==> src/verilog/slc_pkg.sv <==
package slc_pkg;

	// Device register indices on its own register port
	localparam logic [3:0] DEV_CMD     = 4'h0;
	localparam logic [3:0] DEV_RXPAR   = 4'h3;
	localparam logic [3:0] DEV_MODE    = 4'h4;
	localparam logic [3:0] DEV_TXPAR   = 4'h5;
	localparam logic [3:0] DEV_STADDR  = 4'h6;
	localparam logic [3:0] DEV_FLAGPAT = 4'h7;
	localparam logic [3:0] DEV_TXBUF   = 4'h8;
	localparam logic [3:0] DEV_MISC    = 4'hA;
	localparam logic [3:0] DEV_PSTAT   = 4'h0;
	localparam logic [3:0] DEV_MSTAT   = 4'hA;

	// Fixed register values and the flag pattern reset value
	localparam logic [7:0] MODE_LOOP_VAL  = 8'h20;
	localparam logic [7:0] CMD_RST_TXCRC  = 8'h80;
	localparam logic [7:0] FLAG_RESET_VAL = 8'h7E;

	// Bit positions
	localparam int MISC_CRC_PRESET = 7;
	localparam int MISC_ENC_LO     = 5;
	localparam int MISC_POLL       = 4;
	localparam int MISC_IDLE       = 3;
	localparam int MISC_LOOP       = 1;
	localparam int RXP_HUNT        = 4;
	localparam int RXP_CRC         = 3;
	localparam int RXP_ASRCH       = 2;
	localparam int RXP_ENABLE      = 0;
	localparam int TXP_DTR         = 7;
	localparam int TXP_BITS_LO     = 5;
	localparam int TXP_ENABLE      = 3;
	localparam int TXP_RTS         = 1;
	localparam int TXP_CRC_EN      = 0;
	localparam int PST_BREAK       = 7;
	localparam int PST_HUNT        = 4;
	localparam int PST_TXEMPTY     = 2;
	localparam int MST_SENDING     = 4;
	localparam int MST_ONLOOP      = 1;

	// Software-facing register byte addresses
	localparam logic [7:0] WB_CTRL   = 8'h00;
	localparam logic [7:0] WB_CFG    = 8'h04;
	localparam logic [7:0] WB_ADDR   = 8'h08;
	localparam logic [7:0] WB_TXDATA = 8'h0C;
	localparam logic [7:0] WB_STATUS = 8'h10;
	localparam int CTRL_INIT  = 0;
	localparam int CTRL_SEND  = 1;
	localparam int CTRL_LEAVE = 2;
	localparam int TXD_LAST   = 8;
	localparam logic [9:0] CFG_RESET_VAL = 10'h000;

	// Device port timing
	localparam int CLK_PERIOD_PS   = 5000;
	localparam int DEV_SETUP_NS    = 20;
	localparam int DEV_STROBE_NS   = 100;
	localparam int DEV_RECOVER_NS  = 50;
	localparam int DEV_SETUP_CYC   = (DEV_SETUP_NS * 1000 + CLK_PERIOD_PS - 1) / CLK_PERIOD_PS;
	localparam int DEV_STROBE_CYC  = (DEV_STROBE_NS * 1000 + CLK_PERIOD_PS - 1) / CLK_PERIOD_PS;
	localparam int DEV_RECOVER_CYC = (DEV_RECOVER_NS * 1000 + CLK_PERIOD_PS - 1) / CLK_PERIOD_PS;
	localparam int INIT_LAST_STEP  = 10;

	typedef enum logic [3:0] {
		ST_IDLE    = 4'b0000,
		ST_INIT    = 4'b0001,
		ST_JOIN    = 4'b0010,
		ST_JOINCLR = 4'b0011,
		ST_ON      = 4'b0100,
		ST_SENDSET = 4'b0101,
		ST_SENDWT  = 4'b0110,
		ST_TXWAIT  = 4'b0111,
		ST_TXWR    = 4'b1000,
		ST_TXCLR   = 4'b1001,
		ST_TXEMPTY = 4'b1010,
		ST_LVCLR   = 4'b1011,
		ST_LVWAIT  = 4'b1100,
		ST_LVEXIT  = 4'b1101,
		ST_LVOFF   = 4'b1110
	} slc_state_t;

	typedef enum logic [1:0] {
		PH_IDLE    = 2'b00,
		PH_SETUP   = 2'b01,
		PH_STROBE  = 2'b10,
		PH_RECOVER = 2'b11
	} slc_phase_t;

endpackage : slc_pkg

==> src/verilog/slc_dev_port.sv <==
`timescale 1ns/1ps
module slc_dev_port (
	input  wire logic       clk_i,
	input  wire logic       rst_i,
	input  wire logic       go_i,
	input  wire logic       we_i,
	input  wire logic [3:0] addr_i,
	input  wire logic [7:0] wdata_i,
	output logic            done_o,
	output logic [7:0]      rdata_o,
	output logic [3:0]      dev_addr_o,
	output logic [7:0]      dev_data_o,
	output logic            dev_wr_o,
	output logic            dev_rd_o,
	input  wire logic [7:0] dev_data_i
);

	slc_pkg::slc_phase_t ph_q;
	logic [7:0]          cnt_q;
	logic [7:0]          sync1_q;
	logic [7:0]          sync2_q;
	logic                we_q;

	// Read data crosses from the pins through two stages
	always_ff @(posedge clk_i) begin
		sync1_q <= dev_data_i;
		sync2_q <= sync1_q;
	end

	always_ff @(posedge clk_i) begin
		if (rst_i) begin
			ph_q       <= slc_pkg::PH_IDLE;
			cnt_q      <= 8'h00;
			we_q       <= 1'b0;
			done_o     <= 1'b0;
			rdata_o    <= 8'h00;
			dev_addr_o <= 4'h0;
			dev_data_o <= 8'h00;
			dev_wr_o   <= 1'b0;
			dev_rd_o   <= 1'b0;
		end else begin
			done_o <= 1'b0;
			case (ph_q)
				slc_pkg::PH_IDLE: begin
					if (go_i) begin
						dev_addr_o <= addr_i;
						dev_data_o <= wdata_i;
						we_q       <= we_i;
						cnt_q      <= 8'(slc_pkg::DEV_SETUP_CYC);
						ph_q       <= slc_pkg::PH_SETUP;
					end
				end
				slc_pkg::PH_SETUP: begin
					if (cnt_q == 8'h01) begin
						dev_wr_o <= we_q;
						dev_rd_o <= ~we_q;
						cnt_q    <= 8'(slc_pkg::DEV_STROBE_CYC);
						ph_q     <= slc_pkg::PH_STROBE;
					end else begin
						cnt_q <= cnt_q - 8'h01;
					end
				end
				slc_pkg::PH_STROBE: begin
					if (cnt_q == 8'h01) begin
						// Sampled late in the strobe so the sync delay is covered
						rdata_o  <= sync2_q;
						dev_wr_o <= 1'b0;
						dev_rd_o <= 1'b0;
						cnt_q    <= 8'(slc_pkg::DEV_RECOVER_CYC);
						ph_q     <= slc_pkg::PH_RECOVER;
					end else begin
						cnt_q <= cnt_q - 8'h01;
					end
				end
				slc_pkg::PH_RECOVER: begin
					if (cnt_q == 8'h01) begin
						done_o <= 1'b1;
						ph_q   <= slc_pkg::PH_IDLE;
					end else begin
						cnt_q <= cnt_q - 8'h01;
					end
				end
				default: begin
					ph_q <= slc_pkg::PH_IDLE;
				end
			endcase
		end
	end

endmodule : slc_dev_port

==> src/verilog/slc_loop_ctl.sv <==
// The implementer's own choices: the Wishbone register port and the address map.
`timescale 1ns/1ps
module slc_loop_ctl (
	input  wire logic        clk_i,
	input  wire logic        rst_i,
	input  wire logic        wb_cyc_i,
	input  wire logic        wb_stb_i,
	input  wire logic        wb_we_i,
	input  wire logic [7:0]  wb_adr_i,
	input  wire logic [31:0] wb_dat_i,
	input  wire logic [3:0]  wb_sel_i,
	output logic [31:0]      wb_dat_o,
	output logic             wb_ack_o,
	output logic [3:0]       dev_addr_o,
	output logic [7:0]       dev_data_o,
	output logic             dev_wr_o,
	output logic             dev_rd_o,
	input  wire logic [7:0]  dev_data_i
);

	slc_pkg::slc_state_t st_q;
	logic [9:0]          cfg_q;
	logic [7:0]          staddr_q;
	logic [7:0]          flag_q;
	logic [7:0]          txd_q;
	logic                txlast_q;
	logic                txpend_q;
	logic                cmd_init_q;
	logic                cmd_send_q;
	logic                cmd_leave_q;
	logic                pend_q;
	logic                go_q;
	logic                we_q;
	logic [3:0]          addr_q;
	logic [7:0]          wdata_q;
	logic [3:0]          step_q;
	logic                sel_q;
	logic                seen_q;
	logic                first_q;
	logic                lastwr_q;
	logic [7:0]          pst_q;
	logic [7:0]          mst_q;
	logic                done;
	logic [7:0]          rdata;
	logic [7:0]          misc_base;
	logic [7:0]          rxp_val;
	logic [7:0]          txp_val;
	logic [7:0]          init_addr;
	logic [7:0]          init_data;
	logic                wb_req;
	logic                wb_wr;
	logic                tx_take;

	// Misc control with poll and loop cleared; reserved bits zero
	assign misc_base = {cfg_q[0], cfg_q[2:1], 1'b0, cfg_q[3], 1'b0, 1'b0, 1'b0};
	assign rxp_val   = {cfg_q[5:4], 1'b0, 1'b1, 1'b1, 1'b1, 1'b0, 1'b0};
	assign txp_val   = {cfg_q[8], cfg_q[7:6], 1'b0, 1'b0, 1'b0, cfg_q[9], 1'b1};
	assign wb_req    = wb_cyc_i & wb_stb_i & ~wb_ack_o;
	assign wb_wr     = wb_req & wb_we_i;
	assign tx_take   = (st_q == slc_pkg::ST_TXWR) & pend_q & done;

	// Setup order: mode, misc, flag, rx, tx, address, rx on, loop, tx on, CRC, poll
	always_comb begin
		init_addr = {4'h0, slc_pkg::DEV_MODE};
		init_data = slc_pkg::MODE_LOOP_VAL;
		case (step_q)
			4'd0: begin
				init_addr = {4'h0, slc_pkg::DEV_MODE};
				init_data = slc_pkg::MODE_LOOP_VAL;
			end
			4'd1: begin
				init_addr = {4'h0, slc_pkg::DEV_MISC};
				init_data = misc_base;
			end
			4'd2: begin
				init_addr = {4'h0, slc_pkg::DEV_FLAGPAT};
				init_data = flag_q;
			end
			4'd3: begin
				init_addr = {4'h0, slc_pkg::DEV_RXPAR};
				init_data = rxp_val;
			end
			4'd4: begin
				init_addr = {4'h0, slc_pkg::DEV_TXPAR};
				init_data = txp_val;
			end
			4'd5: begin
				init_addr = {4'h0, slc_pkg::DEV_STADDR};
				init_data = staddr_q;
			end
			4'd6: begin
				init_addr = {4'h0, slc_pkg::DEV_RXPAR};
				init_data = rxp_val | (8'h01 << slc_pkg::RXP_ENABLE);
			end
			4'd7: begin
				init_addr = {4'h0, slc_pkg::DEV_MISC};
				init_data = misc_base | (8'h01 << slc_pkg::MISC_LOOP);
			end
			4'd8: begin
				init_addr = {4'h0, slc_pkg::DEV_TXPAR};
				init_data = txp_val | (8'h01 << slc_pkg::TXP_ENABLE);
			end
			4'd9: begin
				init_addr = {4'h0, slc_pkg::DEV_CMD};
				init_data = slc_pkg::CMD_RST_TXCRC;
			end
			4'd10: begin
				init_addr = {4'h0, slc_pkg::DEV_MISC};
				init_data = misc_base | (8'h01 << slc_pkg::MISC_LOOP)
					| (8'h01 << slc_pkg::MISC_POLL);
			end
			default: begin
				init_addr = {4'h0, slc_pkg::DEV_MODE};
				init_data = slc_pkg::MODE_LOOP_VAL;
			end
		endcase
	end

	// Wishbone slave: ack one cycle after the request, unmapped reads give zero
	always_ff @(posedge clk_i) begin
		if (rst_i) begin
			wb_ack_o <= 1'b0;
			wb_dat_o <= 32'h0000_0000;
		end else begin
			wb_ack_o <= wb_req;
			wb_dat_o <= 32'h0000_0000;
			if (wb_req & ~wb_we_i) begin
				case (wb_adr_i)
					slc_pkg::WB_CFG:    wb_dat_o <= {22'h00_0000, cfg_q};
					slc_pkg::WB_ADDR:   wb_dat_o <= {16'h0000, flag_q, staddr_q};
					slc_pkg::WB_TXDATA: wb_dat_o <= {22'h00_0000, txpend_q, txlast_q, txd_q};
					slc_pkg::WB_STATUS: wb_dat_o <= {mst_q, pst_q, 6'h00,
						txpend_q, (st_q != slc_pkg::ST_IDLE) & (st_q != slc_pkg::ST_ON),
						pst_q[slc_pkg::PST_HUNT], pst_q[slc_pkg::PST_BREAK],
						mst_q[slc_pkg::MST_SENDING], mst_q[slc_pkg::MST_ONLOOP], st_q};
					default:            wb_dat_o <= 32'h0000_0000;
				endcase
			end
		end
	end

	always_ff @(posedge clk_i) begin
		if (rst_i) begin
			cfg_q    <= slc_pkg::CFG_RESET_VAL;
			staddr_q <= 8'h00;
			flag_q   <= slc_pkg::FLAG_RESET_VAL;
		end else if (wb_wr) begin
			if (wb_adr_i == slc_pkg::WB_CFG) begin
				if (wb_sel_i[0]) cfg_q[7:0] <= wb_dat_i[7:0];
				if (wb_sel_i[1]) cfg_q[9:8] <= wb_dat_i[9:8];
			end
			if (wb_adr_i == slc_pkg::WB_ADDR) begin
				if (wb_sel_i[0]) staddr_q <= wb_dat_i[7:0];
				if (wb_sel_i[1]) flag_q <= wb_dat_i[15:8];
			end
		end
	end

	// Pending byte: a new write wins over the take in the same cycle
	always_ff @(posedge clk_i) begin
		if (rst_i) begin
			txd_q    <= 8'h00;
			txlast_q <= 1'b0;
			txpend_q <= 1'b0;
		end else if (wb_wr & (wb_adr_i == slc_pkg::WB_TXDATA) & wb_sel_i[0]) begin
			txd_q    <= wb_dat_i[7:0];
			txlast_q <= wb_sel_i[1] & wb_dat_i[slc_pkg::TXD_LAST];
			txpend_q <= 1'b1;
		end else if (tx_take) begin
			txpend_q <= 1'b0;
		end
	end

	// Command bits held until the sequencer consumes them
	always_ff @(posedge clk_i) begin
		if (rst_i) begin
			cmd_init_q  <= 1'b0;
			cmd_send_q  <= 1'b0;
			cmd_leave_q <= 1'b0;
		end else if (wb_wr & (wb_adr_i == slc_pkg::WB_CTRL) & wb_sel_i[0]) begin
			cmd_init_q  <= cmd_init_q | wb_dat_i[slc_pkg::CTRL_INIT];
			cmd_send_q  <= cmd_send_q | wb_dat_i[slc_pkg::CTRL_SEND];
			cmd_leave_q <= cmd_leave_q | wb_dat_i[slc_pkg::CTRL_LEAVE];
		end else begin
			if (st_q == slc_pkg::ST_IDLE) cmd_init_q <= 1'b0;
			// Only consumed between polls, else a send during a poll is lost
			if (st_q == slc_pkg::ST_ON & ~pend_q & ~cmd_leave_q) cmd_send_q <= 1'b0;
			if (st_q == slc_pkg::ST_ON & ~pend_q) cmd_leave_q <= 1'b0;
		end
	end

	// Sequencer: each state except IDLE and TXWAIT issues one device access (ON only with no send or leave pending), acts when it is done
	always_ff @(posedge clk_i) begin
		if (rst_i) begin
			st_q     <= slc_pkg::ST_IDLE;
			pend_q   <= 1'b0;
			go_q     <= 1'b0;
			we_q     <= 1'b0;
			addr_q   <= 4'h0;
			wdata_q  <= 8'h00;
			step_q   <= 4'h0;
			sel_q    <= 1'b0;
			seen_q   <= 1'b0;
			first_q  <= 1'b0;
			lastwr_q <= 1'b0;
			pst_q    <= 8'h00;
			mst_q    <= 8'h00;
		end else begin
			go_q <= 1'b0;
			if (done & ~we_q) begin
				if (addr_q == slc_pkg::DEV_PSTAT) pst_q <= rdata;
				else mst_q <= rdata;
			end
			case (st_q)
				slc_pkg::ST_IDLE: begin
					if (cmd_init_q) begin
						step_q <= 4'h0;
						st_q   <= slc_pkg::ST_INIT;
					end
				end
				slc_pkg::ST_INIT: begin
					if (~pend_q) begin
						go_q    <= 1'b1;
						pend_q  <= 1'b1;
						we_q    <= 1'b1;
						addr_q  <= init_addr[3:0];
						wdata_q <= init_data;
					end else if (done) begin
						pend_q <= 1'b0;
						if (step_q == 4'(slc_pkg::INIT_LAST_STEP)) st_q <= slc_pkg::ST_JOIN;
						else step_q <= step_q + 4'h1;
					end
				end
				slc_pkg::ST_JOIN: begin
					if (~pend_q) begin
						go_q   <= 1'b1;
						pend_q <= 1'b1;
						we_q   <= 1'b0;
						addr_q <= sel_q ? slc_pkg::DEV_PSTAT : slc_pkg::DEV_MSTAT;
					end else if (done) begin
						pend_q <= 1'b0;
						sel_q  <= ~sel_q;
						if (~sel_q & rdata[slc_pkg::MST_ONLOOP]) begin
							sel_q <= 1'b0;
							st_q  <= slc_pkg::ST_JOINCLR;
						end
					end
				end
				slc_pkg::ST_JOINCLR, slc_pkg::ST_TXCLR, slc_pkg::ST_LVCLR: begin
					// Poll activation off, loop kept
					if (~pend_q) begin
						go_q    <= 1'b1;
						pend_q  <= 1'b1;
						we_q    <= 1'b1;
						addr_q  <= slc_pkg::DEV_MISC;
						wdata_q <= misc_base | (8'h01 << slc_pkg::MISC_LOOP);
					end else if (done) begin
						pend_q <= 1'b0;
						case (st_q)
							slc_pkg::ST_TXCLR: st_q <= slc_pkg::ST_TXEMPTY;
							slc_pkg::ST_LVCLR: st_q <= slc_pkg::ST_LVWAIT;
							default:           st_q <= slc_pkg::ST_ON;
						endcase
					end
				end
				slc_pkg::ST_ON: begin
					// Keeps status fresh while idle on the loop
					if (~pend_q) begin
						if (cmd_leave_q) begin
							st_q <= slc_pkg::ST_LVCLR;
						end else if (cmd_send_q) begin
							st_q <= slc_pkg::ST_SENDSET;
						end else begin
							go_q   <= 1'b1;
							pend_q <= 1'b1;
							we_q   <= 1'b0;
							addr_q <= sel_q ? slc_pkg::DEV_PSTAT : slc_pkg::DEV_MSTAT;
						end
					end else if (done) begin
						pend_q <= 1'b0;
						sel_q  <= ~sel_q;
					end
				end
				slc_pkg::ST_SENDSET: begin
					if (~pend_q) begin
						go_q    <= 1'b1;
						pend_q  <= 1'b1;
						we_q    <= 1'b1;
						addr_q  <= slc_pkg::DEV_MISC;
						wdata_q <= misc_base | (8'h01 << slc_pkg::MISC_LOOP)
							| (8'h01 << slc_pkg::MISC_POLL);
					end else if (done) begin
						pend_q <= 1'b0;
						seen_q <= 1'b0;
						sel_q  <= 1'b1;
						st_q   <= slc_pkg::ST_SENDWT;
					end
				end
				slc_pkg::ST_SENDWT: begin
					if (~pend_q) begin
						go_q   <= 1'b1;
						pend_q <= 1'b1;
						we_q   <= 1'b0;
						addr_q <= sel_q ? slc_pkg::DEV_PSTAT : slc_pkg::DEV_MSTAT;
					end else if (done) begin
						pend_q <= 1'b0;
						sel_q  <= ~sel_q;
						if (sel_q & rdata[slc_pkg::PST_BREAK] & rdata[slc_pkg::PST_HUNT])
							seen_q <= 1'b1;
						if (~sel_q & seen_q & rdata[slc_pkg::MST_SENDING]) begin
							first_q <= 1'b1;
							st_q    <= slc_pkg::ST_TXWAIT;
						end
					end
				end
				slc_pkg::ST_TXWAIT: begin
					if (txpend_q) st_q <= slc_pkg::ST_TXWR;
				end
				slc_pkg::ST_TXWR: begin
					if (~pend_q) begin
						go_q     <= 1'b1;
						pend_q   <= 1'b1;
						we_q     <= 1'b1;
						addr_q   <= slc_pkg::DEV_TXBUF;
						wdata_q  <= txd_q;
						lastwr_q <= txlast_q;
					end else if (done) begin
						pend_q  <= 1'b0;
						first_q <= 1'b0;
						st_q    <= first_q ? slc_pkg::ST_TXCLR : slc_pkg::ST_TXEMPTY;
					end
				end
				slc_pkg::ST_TXEMPTY: begin
					if (~pend_q) begin
						go_q   <= 1'b1;
						pend_q <= 1'b1;
						we_q   <= 1'b0;
						addr_q <= slc_pkg::DEV_PSTAT;
					end else if (done) begin
						pend_q <= 1'b0;
						if (rdata[slc_pkg::PST_TXEMPTY])
							st_q <= lastwr_q ? slc_pkg::ST_ON : slc_pkg::ST_TXWAIT;
					end
				end
				slc_pkg::ST_LVWAIT, slc_pkg::ST_LVOFF: begin
					if (~pend_q) begin
						go_q   <= 1'b1;
						pend_q <= 1'b1;
						we_q   <= 1'b0;
						addr_q <= slc_pkg::DEV_MSTAT;
					end else if (done) begin
						pend_q <= 1'b0;
						if (st_q == slc_pkg::ST_LVWAIT & ~rdata[slc_pkg::MST_SENDING])
							st_q <= slc_pkg::ST_LVEXIT;
						if (st_q == slc_pkg::ST_LVOFF & ~rdata[slc_pkg::MST_ONLOOP])
							st_q <= slc_pkg::ST_IDLE;
					end
				end
				slc_pkg::ST_LVEXIT: begin
					if (~pend_q) begin
						go_q    <= 1'b1;
						pend_q  <= 1'b1;
						we_q    <= 1'b1;
						addr_q  <= slc_pkg::DEV_MISC;
						wdata_q <= misc_base;
					end else if (done) begin
						pend_q <= 1'b0;
						st_q   <= slc_pkg::ST_LVOFF;
					end
				end
				default: begin
					st_q <= slc_pkg::ST_IDLE;
				end
			endcase
		end
	end

	slc_dev_port u_port (
		.clk_i      (clk_i),
		.rst_i      (rst_i),
		.go_i       (go_q),
		.we_i       (we_q),
		.addr_i     (addr_q),
		.wdata_i    (wdata_q),
		.done_o     (done),
		.rdata_o    (rdata),
		.dev_addr_o (dev_addr_o),
		.dev_data_o (dev_data_o),
		.dev_wr_o   (dev_wr_o),
		.dev_rd_o   (dev_rd_o),
		.dev_data_i (dev_data_i)
	);

endmodule : slc_loop_ctl

==> config.mk <==
export PLATFORM = sky130hd
export DESIGN_NAME = slc_loop_ctl
export DESIGN_NICKNAME = d
export VERILOG_FILES = /design/src/verilog/slc_pkg.sv /design/src/verilog/slc_dev_port.sv /design/src/verilog/slc_loop_ctl.sv
export SDC_FILE = /design/constraint.sdc
export NUM_CORES = 1
export LEC_CHECK = 0
export ABC_AREA = 1
export BUFFER_PORTS_ARGS = -buffer_cell sky130_fd_sc_hd__buf_2
export CAP_MARGIN = 25
export CORE_MARGIN = 5
export CORE_UTILIZATION = 52
export DETAILED_ROUTE_END_ITERATION = 6
export PLACE_DENSITY = 0.76
export SLEW_MARGIN = 20
export SYNTH_ARGS = -nofsm -noshare
export SYNTH_HDL_FRONTEND = slang
export SYNTH_HIERARCHICAL = 1
export SYNTH_SLANG_ARGS = --single-unit
==> constraint.sdc <==
create_clock -name clk_i -period 1.5 [get_ports clk_i]
set_clock_uncertainty 0.05 [all_clocks]
set_input_delay 0.3 -clock clk_i [delete_from_list [all_inputs] [get_ports clk_i]]
set_output_delay 0.3 -clock clk_i [all_outputs]
set_load 0.005 [all_outputs]
; After elaboration in Yosys (flattened, before gate mapping)
; Index checks and enable logic that the tools add are counted.
[totals]
regBits = 165
[op_classes]
add_sub_neg = 2
eq_ne = 81
n_mux = 114
bitwise_logic = 37
reduce_logical = 51
[ops]
columns = operator, n
row1 = 2-to-1 mux 4 bit, 42
row2 = case mux 32 bit (4 select lines), 1
row3 = case mux 8 bit (10 select lines), 1
row4 = 2-to-1 mux 8 bit, 9
row5 = inequality test 2 bit (second input constant), 31
row6 = case mux 4 bit (12 select lines), 1
row7 = case mux 4 bit (6 select lines), 2
row8 = == test 4 bit (second input constant), 10
row9 = case mux 8 bit (5 select lines), 1
row10 = 2-to-1 mux 1 bit, 39
row11 = == test 4 x 3 -> 1 bit (second input constant), 8
row12 = case mux 8 bit (4 select lines), 1
row13 = inequality test 2 x 1 -> 1 bit (second input constant), 15
row14 = AND reduction 27 bit, 1
row15 = AND reduction 6 bit, 4
row16 = bitwise AND 1 bit, 22
row17 = nonzero test 2 bit, 9
row18 = == test 4 x 2 -> 1 bit (second input constant), 4
row19 = == test 8 x 4 -> 1 bit (second input constant), 2
row20 = case mux 4 bit (2 select lines), 2
row21 = AND reduction 3 bit, 5
row22 = OR reduction 2 bit, 7
row23 = OR reduction 7 bit, 2
row24 = 2-to-1 mux 2 bit, 6
row25 = other kinds (30), 60

; Depth between registers and ports, before layout
; Gate-level depths: netlist of the first run.
[logic_depth]
ltp_word = 7
ltp_mapped = 12
mapped_depth_nobuf = 11

; Hierarchy
; Netlist of the first run, hierarchy kept.
[by_module_without_submodules]
columns = module, n_inst, cells_per_inst, seq_area_each_um2, area_each_um2
row1 = slc_loop_ctl, 1, 769, 2302.2, 5520.3
row2 = slc_dev_port, 1, 242, 1001.0, 1896.8

; Least setup slack after synthesis of the first run
; OpenSTA, ideal clock, no wires.
[synth_path]
kind = reg-to-reg
from = register step_q[0]
to = register st_q[1]
required_ns = 1.337
stages_incl_launch_ff = 12
slack_ns = 0.014
t_arrival_ns = 1.323
path_buffers = 0
cell_sequence = dfxtp_1 -> inv_1 -> ha_1 -> nand3_2 -> nand3_2 -> nand2_1 -> nor2_1 -> nand2_1 -> nor2_4 -> nand2_1 -> nand2_1 -> nor2_1
[synth_via]
elab_chain_cells = 3
[synth_lines]
columns = item, line_no
row1 = start: declaration, slc_loop_ctl.sv:36  ; logic [3:0] step_q;
row2 = start signal: assignment, slc_loop_ctl.sv:231  ; else step_q <= step_q + 4'h1;
row3 = == test 4 bit, slc_loop_ctl.sv:230  ; if (step_q == 4'(slc_pkg::INIT_LAST_STEP)) st_q <= slc_pkg::ST_JOIN;
row4 = inequality test 2 bit (no line), n/a
row5 = AND reduction 27 bit (no line), n/a
row6 = end signal: assignment, slc_loop_ctl.sv:230
row7 = end signal: assignment, slc_loop_ctl.sv:245  ; st_q <= slc_pkg::ST_JOINCLR;
row8 = end signal: assignment, slc_loop_ctl.sv:260  ; slc_pkg::ST_TXCLR: st_q <= slc_pkg::ST_TXEMPTY;
row9 = end: declaration, slc_loop_ctl.sv:21  ; slc_pkg::slc_state_t st_q;
; Every way passes these cells.
; A chain may end at the register's enable or synchronous reset.

; Worst setup path in the final report of the first run
[layout_path]
from = register st_q[0]
to = register step_q[2]
[layout_via]
elab_chain_cells = 3
elab_cells_between_ends = 9
[layout_lines]
columns = item, line_no
row1 = start signal: assignment, slc_loop_ctl.sv:195  ; st_q <= slc_pkg::ST_IDLE;
row2 = start signal: assignment, slc_loop_ctl.sv:218  ; st_q <= slc_pkg::ST_INIT;
row3 = start signal: assignment, slc_loop_ctl.sv:230
row4 = == test 4 x 1 -> 1 bit or zero test 4 bit (tied branches), slc_loop_ctl.sv:214  ; case (st_q)
row5 = inequality test 2 bit (no line) (tied with other cells), n/a
row6 = AND reduction 5 bit (no line), n/a
; Parallel ways exist; a longest one is shown, timed or not.

==> run_results.csv, run 1 <==
group,metric,value,unit
yosys,yosysTopAreaCell,"dfxtp_1",
global_route,grt-ovfl-total,0,
placement,dp.cells,1320,
yosys,yosysWarnings,6,
sta,tightest_slew,0.3487,ns
yosys,syn_nets,1079,
cts,cts_root_buf,"clkbuf_16",
global_route,antenna_found_initial,0,
critical_path,cp_max_fo,8,
pwr,power_density,1514,nW/um^2
sta,hold_viol,0,
cts,tritoncts,"yes",
sta,finalMaxSlewViolations,0,
yosys,syn_inst,1011,
pwr,p_sw,0.005267,W
yosys,synth.avg_cell_area,7.336,um^2
yosys,ys_types,40,
sta,timing.final.crit_period,1.594,ns
cts,worstSkewPairLatency,0.44,ns
critical_path,required,1.78,ns
die,initial_core_util,53.23,%
global_route,grt_max_degree,30,
global_route,busiest_layer,"met2",
placement,port_buffers,85,
sta,fmax,627.5,MHz
placement,dp_hpwl,14.39,mm
route,drc,0,
pwr,seq_power_share,34.7,%
die,io_pins,104,
sta,rsz0062_at_grt,"yes",
worst_hold_path,hold_class,"primary input to flip-flop",
placement,gp_congestion,0.9682,
route,ant_nets,0,
sta,setup_violations,13,
yosys,ys_seq_elements,165,
yosys,synthArstFlopShare,0,%
pwr,p_leak,4.382,nW
yosys,synthTopCellsByCount,"nand2_1, nor2_1, dfxtp_1",
yosys,synth_top_area_share,44.53,%
die,fp.dieW,129.4,um
cts,htree_levels,4,
cells_and_area,syn_to_final_growth,32.22,%
cells_and_area,finalNetCount,1255,
yosys,ys.flop_type,"dfxtp_1",
cts,path_clk_slew,0.07,ns
global_route,grt_pass1_wl,32.35,mm
cells_and_area,ff_latch_area,3326,um^2
route,post_drt_wl_per_cell,14.87,um
sta,tns,-0.5929,ns
cells_and_area,n_fill_cell,1094,
run_status,outcome,"finished, violations left",
yosys,yosys.cell_count.top_type,"nand2_1",
flow_run,drv_cap,0,
yosys,netlist_area,7417,um^2
sta,max-slew-margin-rel,76.73,%
die,core,13930,um^2
cts,numCtsBuffers,17,
sta,fin_hold_ws,0.01977,ns
cells_and_area,num_antenna_cells,0,
global_route,grt_pass1_vias,6658,
die,num_rows,43,
global_route,met2_usage,38.29,%
cts,cts_buffer_depth,2,
cells_and_area,multi_input_area,3885,um^2
sta,finalCritPeriodShare,106.2,%
route,drtPass1Iterations,5,
route,viasPerCell,5.244,
pwr,clkPwrFrac,31.1,%
critical_path,startpoint_type,"flip-flop",
cts,clock-sinks,165,
pwr,pwr-share-comb,34.2,%
sta,setup_slack,-0.09374,ns
yosys,yosysSeqAreaShare,44.53,%
global_route,grtUsageTotal,24.19,%
global_route,grtUsageMet1,32.70,%
yosys,yosys-top-cells-area,"dfxtp_1, nand2_1, nor2_1",
die,die_y,129.4,um
cells_and_area,final_cells,1380,
global_route,met3_usage,5.647,%
pwr,netSwitchingFraction,35.47,%
die,fp.dieArea,16750,um^2
run_status,violations,"setup timing",
critical_path,cp.arrival,1.87,ns
route,wl,20.52,mm
critical_path,path_class,"flip-flop to flip-flop",
route,num_vias,7237,
route,drtIter0Drc,634,
yosys,synth_edf_count,0,
critical_path,end_kind,"flip-flop",
pwr,internal_power,0.009582,W
pwr,vdd_ir_drop_max,1.099,mV
cells_and_area,drive_gt1_share,30.75,%
## critical path, stage by stage, from the launching register on
cell and delay (ns):
dfxtp_2 0.34, buf_12 0.15, inv_8 0.06, nor2_8 0.17, nand3_4 0.10, nand2_4 0.09
nor2_1 0.05, nand2_2 0.13, inv_2 0.08, nand2_1 0.08, nand2_1 0.07, nand2_1 0.07
nor2_1 0.04
## layout make-up
type,instances,share of cell area (%)
Clock buffer,17,4.338
Multi-Input combinational cell,705,39.61
Timing Repair Buffer,182,12.90
Sequential cell,165,33.91
Timing Repair inverter,1,0.05103
Clock inverter,15,2.054
Tap cell,180,2.297
Inverter,115,4.835
## registers in the layout (all words and copies together), names as in the netlist, 2 cells and up
signal and count:
txd_q 8, u_port/ph_q 2, wdata_q 8, u_port/sync2_q 8
cfg_q 10, u_port/sync1_q 8, staddr_q 8, flag_q 8
addr_q 4, u_port/dev_data_o 8, step_q 4, mst_q 8
wb_dat_o 32, pst_q 8, u_port/cnt_q 8, u_port/dev_addr_o 4
st_q 4, u_port/rdata_o 8
## stage by stage
stage	power, W	util (%)	setup WS [ns]	area (um^2)
finish	0.01485	70.38	-0.09374	9807
global route	0.01566	70.38	-0.1934	9807
CTS	0.01418	67.27	-0.01570	9374
detailed placement	0.009331	61.08	-0.1558	8512
global placement	0.009266	61.08	-0.1217	8512
floorplan	0.008102	-	0.01445	7417
## timing repair
action                                 CTS  global route
pin swaps                               10            21
gates cloned                             1             1
gates resized for setup                 34           101
endpoints found under the hold margin    8             0
setup endpoints to repair               30            61
hold buffers                             8             0
buffers inserted                         6            12
## cell usage in the layout (no fill, tap or decap), drive strengths merged, types with 9 or more instances in the layout
| master | n |
|---|---|
| inv | 116 |
| o21ai | 110 |
| o211ai | 9 |
| dfxtp | 165 |
| nor3 | 21 |
| buf | 174 |
| nand3 | 48 |
| ha | 11 |
| clkbuf | 17 |
| nand2 | 213 |
| a21oi | 66 |
| nor2 | 205 |
## power by group through the flow
| stage | sequential, W | clock (W) | combinational [W] |
|---|---|---|---|
| after floorplan | 0.00514 | 0 | 0.00296 |
| after global placement | 0.00520 | 0 | 0.00407 |
| after detailed placement | 0.00521 | 0 | 0.00412 |
| after CTS | 0.00513 | 0.00468 | 0.00438 |
| after global routing | 0.00520 | 0.00489 | 0.00558 |
| final | 0.00515 | 0.00462 | 0.00507 |
## cells by family (layout without fill, tap and decap cells)
group / after synthesis / count (layout) / share of synthesized area [%]
buffers and inverters: 142 / 330 / 8.452
adder cells (fa/ha/maj): 11 / 11 / 1.856
AO/OA/AOI/OAI: 201 / 201 / 14.64
XOR/XNOR: 1 / 1 / 0.1181
flip-flops: 165 / 165 / 44.53
AND/OR/NAND/NOR: 491 / 492 / 30.40
## worst paths after layout
check	startpoint	to	slack, ns	cells after the start
worst max-delay path	st_q[0]	step_q[2]	-0.09	12
worst max register to register	st_q[0]	step_q[2]	-0.09	12
worst min-delay path	wb_dat_i[12]	flag_q[4]	0.02	3
worst min register to register	u_port/sync1_q[4]	u_port/sync2_q[4]	0.28	0
## metal layers
| layer | vias up | routed length (um) | part of all wire [%] |
|---|---|---|---|
| li1 | 3604 | - | - |
| met5 | - | 0 | 0 |
| met2 | 288 | 9254 | 45 |
| met4 | 0 | 560 | 2.7 |
| met1 | 3294 | 9006 | 44 |
| met3 | 51 | 1696 | 8.3 |
No activity file was read; power rests on OpenSTA's default activity.
==> run 2, diff against run 1 <==
Settings changed: PLACE_DENSITY 0.76 to 0.81, SYNTH_HIERARCHICAL 1 to not set.
==> run_results.csv, run 2 <==
group,metric,value,unit
run_status,outcome,"finished, violations left",
run_status,violations,"setup timing",
critical_path,critPathMaxStageDelay,0.37,ns
sta,finalCritPeriodShare,110.1,%
placement,place_area,8761,um^2
global_route,grt_pass1_wl,35.63,mm
cells_and_area,num_antenna_cells,0,
global_route,antenna_found_initial,0,
yosys,yosysTopAreaCell,"dfxtp_1",
cells_and_area,layout_common_cells,"dfxtp_1, nand2_1, buf_4",
global_route,grt_max_degree,46,
critical_path,worst-path-buf-inv,3,
placement,dp_hpwl,15.15,mm
sta,rsz0062_at_grt,"yes",
yosys,synth_top_area_share,45.02,%
sta,setup_slack,-0.1511,ns
yosys,synth_edf_count,0,
route,drc,0,
global_route,grt_pass1_vias,7320,
worst_hold_path,hold_class,"primary input to flip-flop",
pwr,internal_power,0.009190,W
critical_path,path_class,"flip-flop to flip-flop",
yosys,yosysWarnings,0,
yosys,syn_inst,962,
cts,cts_root_buf,"clkbuf_16",
yosys,ys.flop_type,"dfxtp_1",
cells_and_area,syn_to_final_growth,39.24,%
cells_and_area,largest_register,"wb_dat_o",
route,wl,24.31,mm
sta,max-slew-margin-rel,66.21,%
placement,dpl_worst_slack,-0.2198,ns
yosys,synthArstFlopShare,0,%
placement,port_buffers,85,
route,drtPass1Iterations,7,
placement,gp_congestion,0.9274,
yosys,yosysSeqAreaShare,45.02,%
cells_and_area,largest_reg_flops,32,
yosys,netlist_area,7337,um^2
route,drtIter0Drc,905,
cts,tritoncts,"yes",
cts,worstSkewPairLatency,0.44,ns
die,die_y,128.8,um
die,fp.dieArea,16590,um^2
sta,tightest_slew,0.5069,ns
cts,clock-sinks,165,
global_route,grt-ovfl-total,0,
yosys,synthTopCellsByCount,"nand2_1, dfxtp_1, nor2_1",
die,initial_core_util,52.86,%
pwr,p_leak,4.480,nW
die,io_pins,104,
critical_path,startpoint_type,"flip-flop",
route,num_vias,7868,
yosys,yosys-top-cells-area,"dfxtp_1, nand2_1, nor2_1",
cts,path_clk_slew,0.07,ns
die,num_rows,43,
pwr,vdd_ir_drop_max,0.9310,mV
cells_and_area,final_common_cell,"dfxtp_1",
critical_path,cp.arrival,1.90,ns
yosys,yosys.cell_count.top_type,"nand2_1",
pwr,netSwitchingFraction,37.17,%
route,ant_nets,0,
critical_path,required,1.75,ns
critical_path,cp_max_fo,20,
cells_and_area,finalNetCount,1253,
sta,timing.final.crit_period,1.651,ns
route,viasPerCell,5.714,
cts,cts_buffer_depth,2,
route,post_drt_wl_per_cell,17.65,um
critical_path,cp_slowest_cell,"dfxtp_2",
pwr,p_sw,0.005436,W
pwr,clkPwrFrac,29.8,%
critical_path,end_kind,"flip-flop",
yosys,syn_nets,1030,
pwr,pwr-share-comb,35.2,%
yosys,ys_seq_elements,165,
pwr,seq_power_share,35.0,%
sta,hold_viol,0,
pwr,power_density,1432,nW/um^2
yosys,synth.avg_cell_area,7.627,um^2
sta,fmax,605.7,MHz
sta,finalMaxSlewViolations,0,
die,fp.dieW,128.8,um
cells_and_area,drive_gt1_share,37.51,%
sta,setup_violations,28,
global_route,grtUsageTotal,27.16,%
cts,numCtsBuffers,17,
cts,htree_levels,4,
cells_and_area,reg_top3,"wb_dat_o: 32 flops, cfg_q: 10 flops",
critical_path,critPathTopFamily,"compound AO/OA/AOI/OAI gates",
critical_path,path_cells,"inv_2 > ha_2 > nand2_1 > inv_1 > buf_12 > o21ai_0 > a21oi_1",
cells_and_area,final_area,10220,um^2
flow_run,drv_cap,0,
yosys,ys_types,44,
die,core,13880,um^2
## run 2: changes by cell type in the layout (fill, tap and decap cells not counted), moves of 12 or more
cell / change
buf_6: +12
nor2_1: -63
nand2_1: -30
buf_4: +39
a21oi_1: +13
o21ai_0: -27
## run 2: routing by layer
layer / share of wire, % / vias to the layer above / routed length, um / track usage, %
met5: 0 / - / 0 / 0
met4: 6.2 / 0 / 1519 / 13.47
met3: 8.7 / 143 / 2126 / 5.936
met2: 48 / 481 / 11560 / 45.82
met1: 37 / 3643 / 9101 / 32.65
li1: - / 3601 / - / -
## run 2: worst register-to-register path, cell delays in order, from the launching register on
cell and delay, ns:
dfxtp_2 0.37, inv_2 0.07, ha_2 0.19, nand2_1 0.11, inv_1 0.09, buf_12 0.16
o21ai_0 0.35, a21oi_1 0.14
## run 2: logic make-up (layout without fill, tap and decap cells)
logic type,count (synthesis),in the layout,share of synthesized area (%)
buffers and inverters,143,377,8.492
xor gates and xnor gates,6,6,0.7162
DFF,165,165,45.02
AOI/OAI and AO/OA,215,215,16.73
and+or+nand+nor,422,423,27.17
adders and majority gates,11,11,1.876
## run 2: final cells by class
| class | count | area [um^2] |
|---|---|---|
| multi-input combinational | 655 | 3959 |
| fill | 898 | 3665 |
| sequential | 165 | 3331 |
| timing repair buffer | 232 | 1668 |
| inverter | 114 | 451.7 |
| clock buffer | 17 | 425.4 |
| tap | 180 | 225.2 |
| clock inverter | 14 | 156.4 |
## run 2: power by group through the flow
stage               combinational, W  clock (W)  sequential [W]
floorplan                    0.00243          0         0.00504
global placement             0.00367          0         0.00510
detailed placement           0.00379          0         0.00510
CTS                          0.00435    0.00434         0.00505
global route                 0.00551    0.00456         0.00514
finish                       0.00515    0.00437         0.00511
## run 2: what timing repair did
item / 4_1_cts / 5_1_grt
setup buffers: 9 / 9
cloned: 1 / 0
gates resized for setup: 96 / 107
hold buffers: 8 / 0
endpoints found under the hold margin: 8 / 0
pin swaps: 36 / 33
endpoints found under the setup margin: 47 / 61
## run 2: through the flow
step / utilization (%) / hold slack, ns / instances / setup TNS (ns) / power [W]
detailed placement: 63.12 / 0.2621 / 1319 / -7.637 / 0.008888
floorplan: - / 0.2596 / 962 / 0 / 0.007478
CTS: 70.83 / 0.04089 / 1368 / -0.2866 / 0.01374
finish: 73.60 / 0.04959 / 1377 / -2.066 / 0.01463
global placement: 63.12 / 0.2603 / 1319 / -3.987 / 0.008769
global route: 73.60 / 0.05149 / 1377 / -4.356 / 0.01521
## run 2: path summary, 6_finish.rpt
kind / start / endpoint / slack (ns) / cells past startpoint
setup reg to reg: u_port.ph_q[1] / u_port.dev_data_o[0] / -0.15 / 7
setup / recovery: u_port.ph_q[1] / u_port.dev_data_o[0] / -0.15 / 7
hold reg to reg: u_port.sync1_q[1] / u_port.sync2_q[1] / 0.28 / 0
hold / removal: wb_dat_i[11] / flag_q[3] / 0.05 / 3
==> run 3, diff against run 2 <==
==> constraint.sdc (replaced) <==
create_clock -name clk_i -period 1.5 [get_ports clk_i]
set_clock_uncertainty 0.05 [all_clocks]
set_input_delay 0.075 -clock clk_i [delete_from_list [all_inputs] [get_ports clk_i]]
set_output_delay 0.075 -clock clk_i [all_outputs]
set_load 0.005 [all_outputs]
==> run_results.csv, run 3 (synthesized netlist as in run 2, its figures left out) <==
group,metric,value,unit
critical_path,path_cells,"inv_1 > nand3_4 > buf_4 > buf_6 > inv_1 > nor2_4 > nand4_1 > a21oi_2 > nor2_1",
critical_path,cp_max_fo,7,
placement,port_buffers,85,
pwr,p_leak,4.584,nW
pwr,finalPower,0.01445,W
pwr,seq_power_share,35.3,%
cells_and_area,num_antenna_cells,0,
pwr,clkPwrFrac,30.4,%
sta,fin_hold_ws,0.07186,ns
sta,fmax,597.7,MHz
global_route,grt_pass1_wl,34.66,mm
critical_path,r2r_slack,-0.17,ns
cts,tritoncts,"yes",
global_route,grt_max_degree,82,
critical_path,cp_slowest_cell,"dfxtp_2",
cts,cts_root_buf,"clkbuf_16",
sta,max-slew-margin-rel,73.28,%
route,drc,22,
flow_run,drv_cap,0,
critical_path,crit-reg2reg-launch,"step_q[2]",
die,fp.dieW,128.8,um
critical_path,path_class,"flip-flop to flip-flop",
sta,rsz0062_at_grt,"yes",
global_route,grt_pass1_vias,7019,
pwr,pwr-share-comb,34.4,%
die,core,13880,um^2
die,die_y,128.8,um
pwr,netSwitchingFraction,36.60,%
critical_path,critPathTopFamily,"buffers and inverters",
worst_hold_path,min_from,"wb_adr_i[2]",
run_status,violations,"DRC, setup timing",
cells_and_area,final_common_cell,"dfxtp_1",
route,drtIter0Drc,1082,
pwr,power_density,1376,nW/um^2
critical_path,cpMostUsedCell,"inv_1",
die,fp.dieArea,16590,um^2
pwr,internal_power,0.009161,W
cells_and_area,largest_reg_flops,32,
worst_hold_path,hold-path-endpoint,"wb_dat_o[4]",
cts,clock-sinks,165,
critical_path,end_kind,"flip-flop",
critical_path,cp.arrival,1.96,ns
cells_and_area,largest_register,"wb_dat_o",
worst_hold_path,hold_class,"primary input to flip-flop",
sta,setup_slack,-0.1731,ns
cells_and_area,layout_common_cells,"dfxtp_1, nand2_1, buf_4",
cells_and_area,reg_top3,"wb_dat_o: 32 flops, cfg_q: 10 flops",
cells_and_area,drive_gt1_share,36.50,%
run_status,outcome,"finished, violations left",
pwr,p_sw,0.005289,W
cts,cts_buffer_depth,2,
critical_path,startpoint_type,"flip-flop",
placement,dp_hpwl,14.87,mm
route,ant_nets,0,
critical_path,critPathMaxStageDelay,0.44,ns
critical_path,worst-path-buf-inv,4,
route,post_drt_wl_per_cell,19.40,um
sta,tightest_slew,0.3984,ns
sta,hold_viol,0,
critical_path,required,1.79,ns
route,drtPass1Iterations,7,
sta,setup_violations,61,
sta,timing.final.crit_period,1.673,ns
route,wl,27.20,mm
critical_path,r2r-end,"addr_q[1]",
die,num_rows,43,
global_route,grt-ovfl-total,0,
cells_and_area,finalNetCount,1278,
sta,finalMaxSlewViolations,0,
pwr,vdd_ir_drop_max,1.010,mV
cts,numCtsBuffers,17,
die,initial_core_util,52.86,%
cells_and_area,syn_to_final_growth,43.18,%
placement,gp_congestion,0.9189,
critical_path,reg2reg_depth,9,
die,io_pins,104,
route,num_vias,8296,
global_route,grtUsageTotal,26.52,%
sta,finalCritPeriodShare,111.5,%
cts,htree_levels,4,
route,viasPerCell,5.917,
global_route,antenna_found_initial,0,
worst_hold_path,worstHoldPathCells,5,
cts,worstSkewPairLatency,0.45,ns
cts,path_clk_slew,0.07,ns
==> run 3: changes by cell type in the layout (fill, tap and decap cells not counted), sizes merged <==
cell | previous run | this run
dlygate4sd3 | 8 | 29
clkbuf | 17 | 19
clkinv | 5 | 6
nor2 | 154 | 157
inv | 120 | 118
buf | 224 | 225
clkinvlp | 2 | 1
==> run 3: what timing repair did <==
item	4_1_cts	5_1_grt
hold endpoints to repair	47	0
pin swaps	16	44
gates cloned	0	4
endpoints found under the setup margin	39	71
hold buffers	29	0
buffers inserted	10	30
gates resized for setup	71	129
==> run 3: tightest hold or removal path, delay by kind of cell <==
| kind | cells | cell delay (ns) |
|---|---|---|
| AND/OR/NAND/NOR | 3 | 0.18 |
| AO/OA/AOI/OAI | 1 | 0.15 |
| buffers and inverters | 1 | 0.12 |
==> run 3: metrics by stage <==
| stage | worst slack [ns] | instance area (um^2) | utilization (%) | instances | setup TNS, ns |
|---|---|---|---|---|---|
| final | -0.1731 | 10510 | 75.68 | 1402 | -4.512 |
| after global routing | -0.2693 | 10510 | 75.68 | 1402 | -10.07 |
| after CTS | -0.02642 | 9763 | 70.34 | 1368 | -0.1308 |
| after detailed placement | -0.2106 | 8616 | 62.07 | 1298 | -3.508 |
| after global placement | -0.2049 | 8616 | 62.07 | 1298 | -2.580 |
| after floorplan | 0.003386 | 7337 | - | 962 | 0 |
==> run 3: how the worst max path moves through the flow <==
stage               startpoint                 to  slack [ns]  cells after the start
6_report             step_q[2]          addr_q[1]       -0.17                      9
5_1_grt               wb_stb_i           cfg_q[7]       -0.27                     10
4_1_cts              step_q[1]         wdata_q[5]       -0.03                     10
3_5_place_dp         step_q[0]            st_q[3]       -0.21                      9
3_3_place_gp         step_q[0]            st_q[3]       -0.20                      9
2_1_floorplan  u_port.cnt_q[1]  u_port.rdata_o[2]       0.003                     10
==> run 3: routing by layer <==
metal | up-vias | global-route usage [%] | routed length [um]
li1 | 3658 | - | -
met3 | 216 | 7.057 | 2582
met5 | - | 0 | 0
met2 | 637 | 46.13 | 12940
met1 | 3785 | 31.66 | 9803
met4 | 0 | 9.018 | 1875
==> run 3: layout make-up <==
cell class	count	area, um^2
multi-input combinational	658	3999
fill	833	3376
sequential	165	3327
timing repair buffer	254	1921
inverter	114	450.4
clock buffer	19	442.9
tap	180	225.2
clock inverter	12	140.1
==> run 3: power by group through the flow <==
stage	combinational, W	sequential, W	clock [W]
floorplan	0.00243	0.00504	0
global placement	0.00358	0.00510	0
detailed placement	0.00365	0.00511	0
CTS	0.00412	0.00505	0.00433
global route	0.00533	0.00512	0.00456
finish	0.00496	0.00510	0.00439
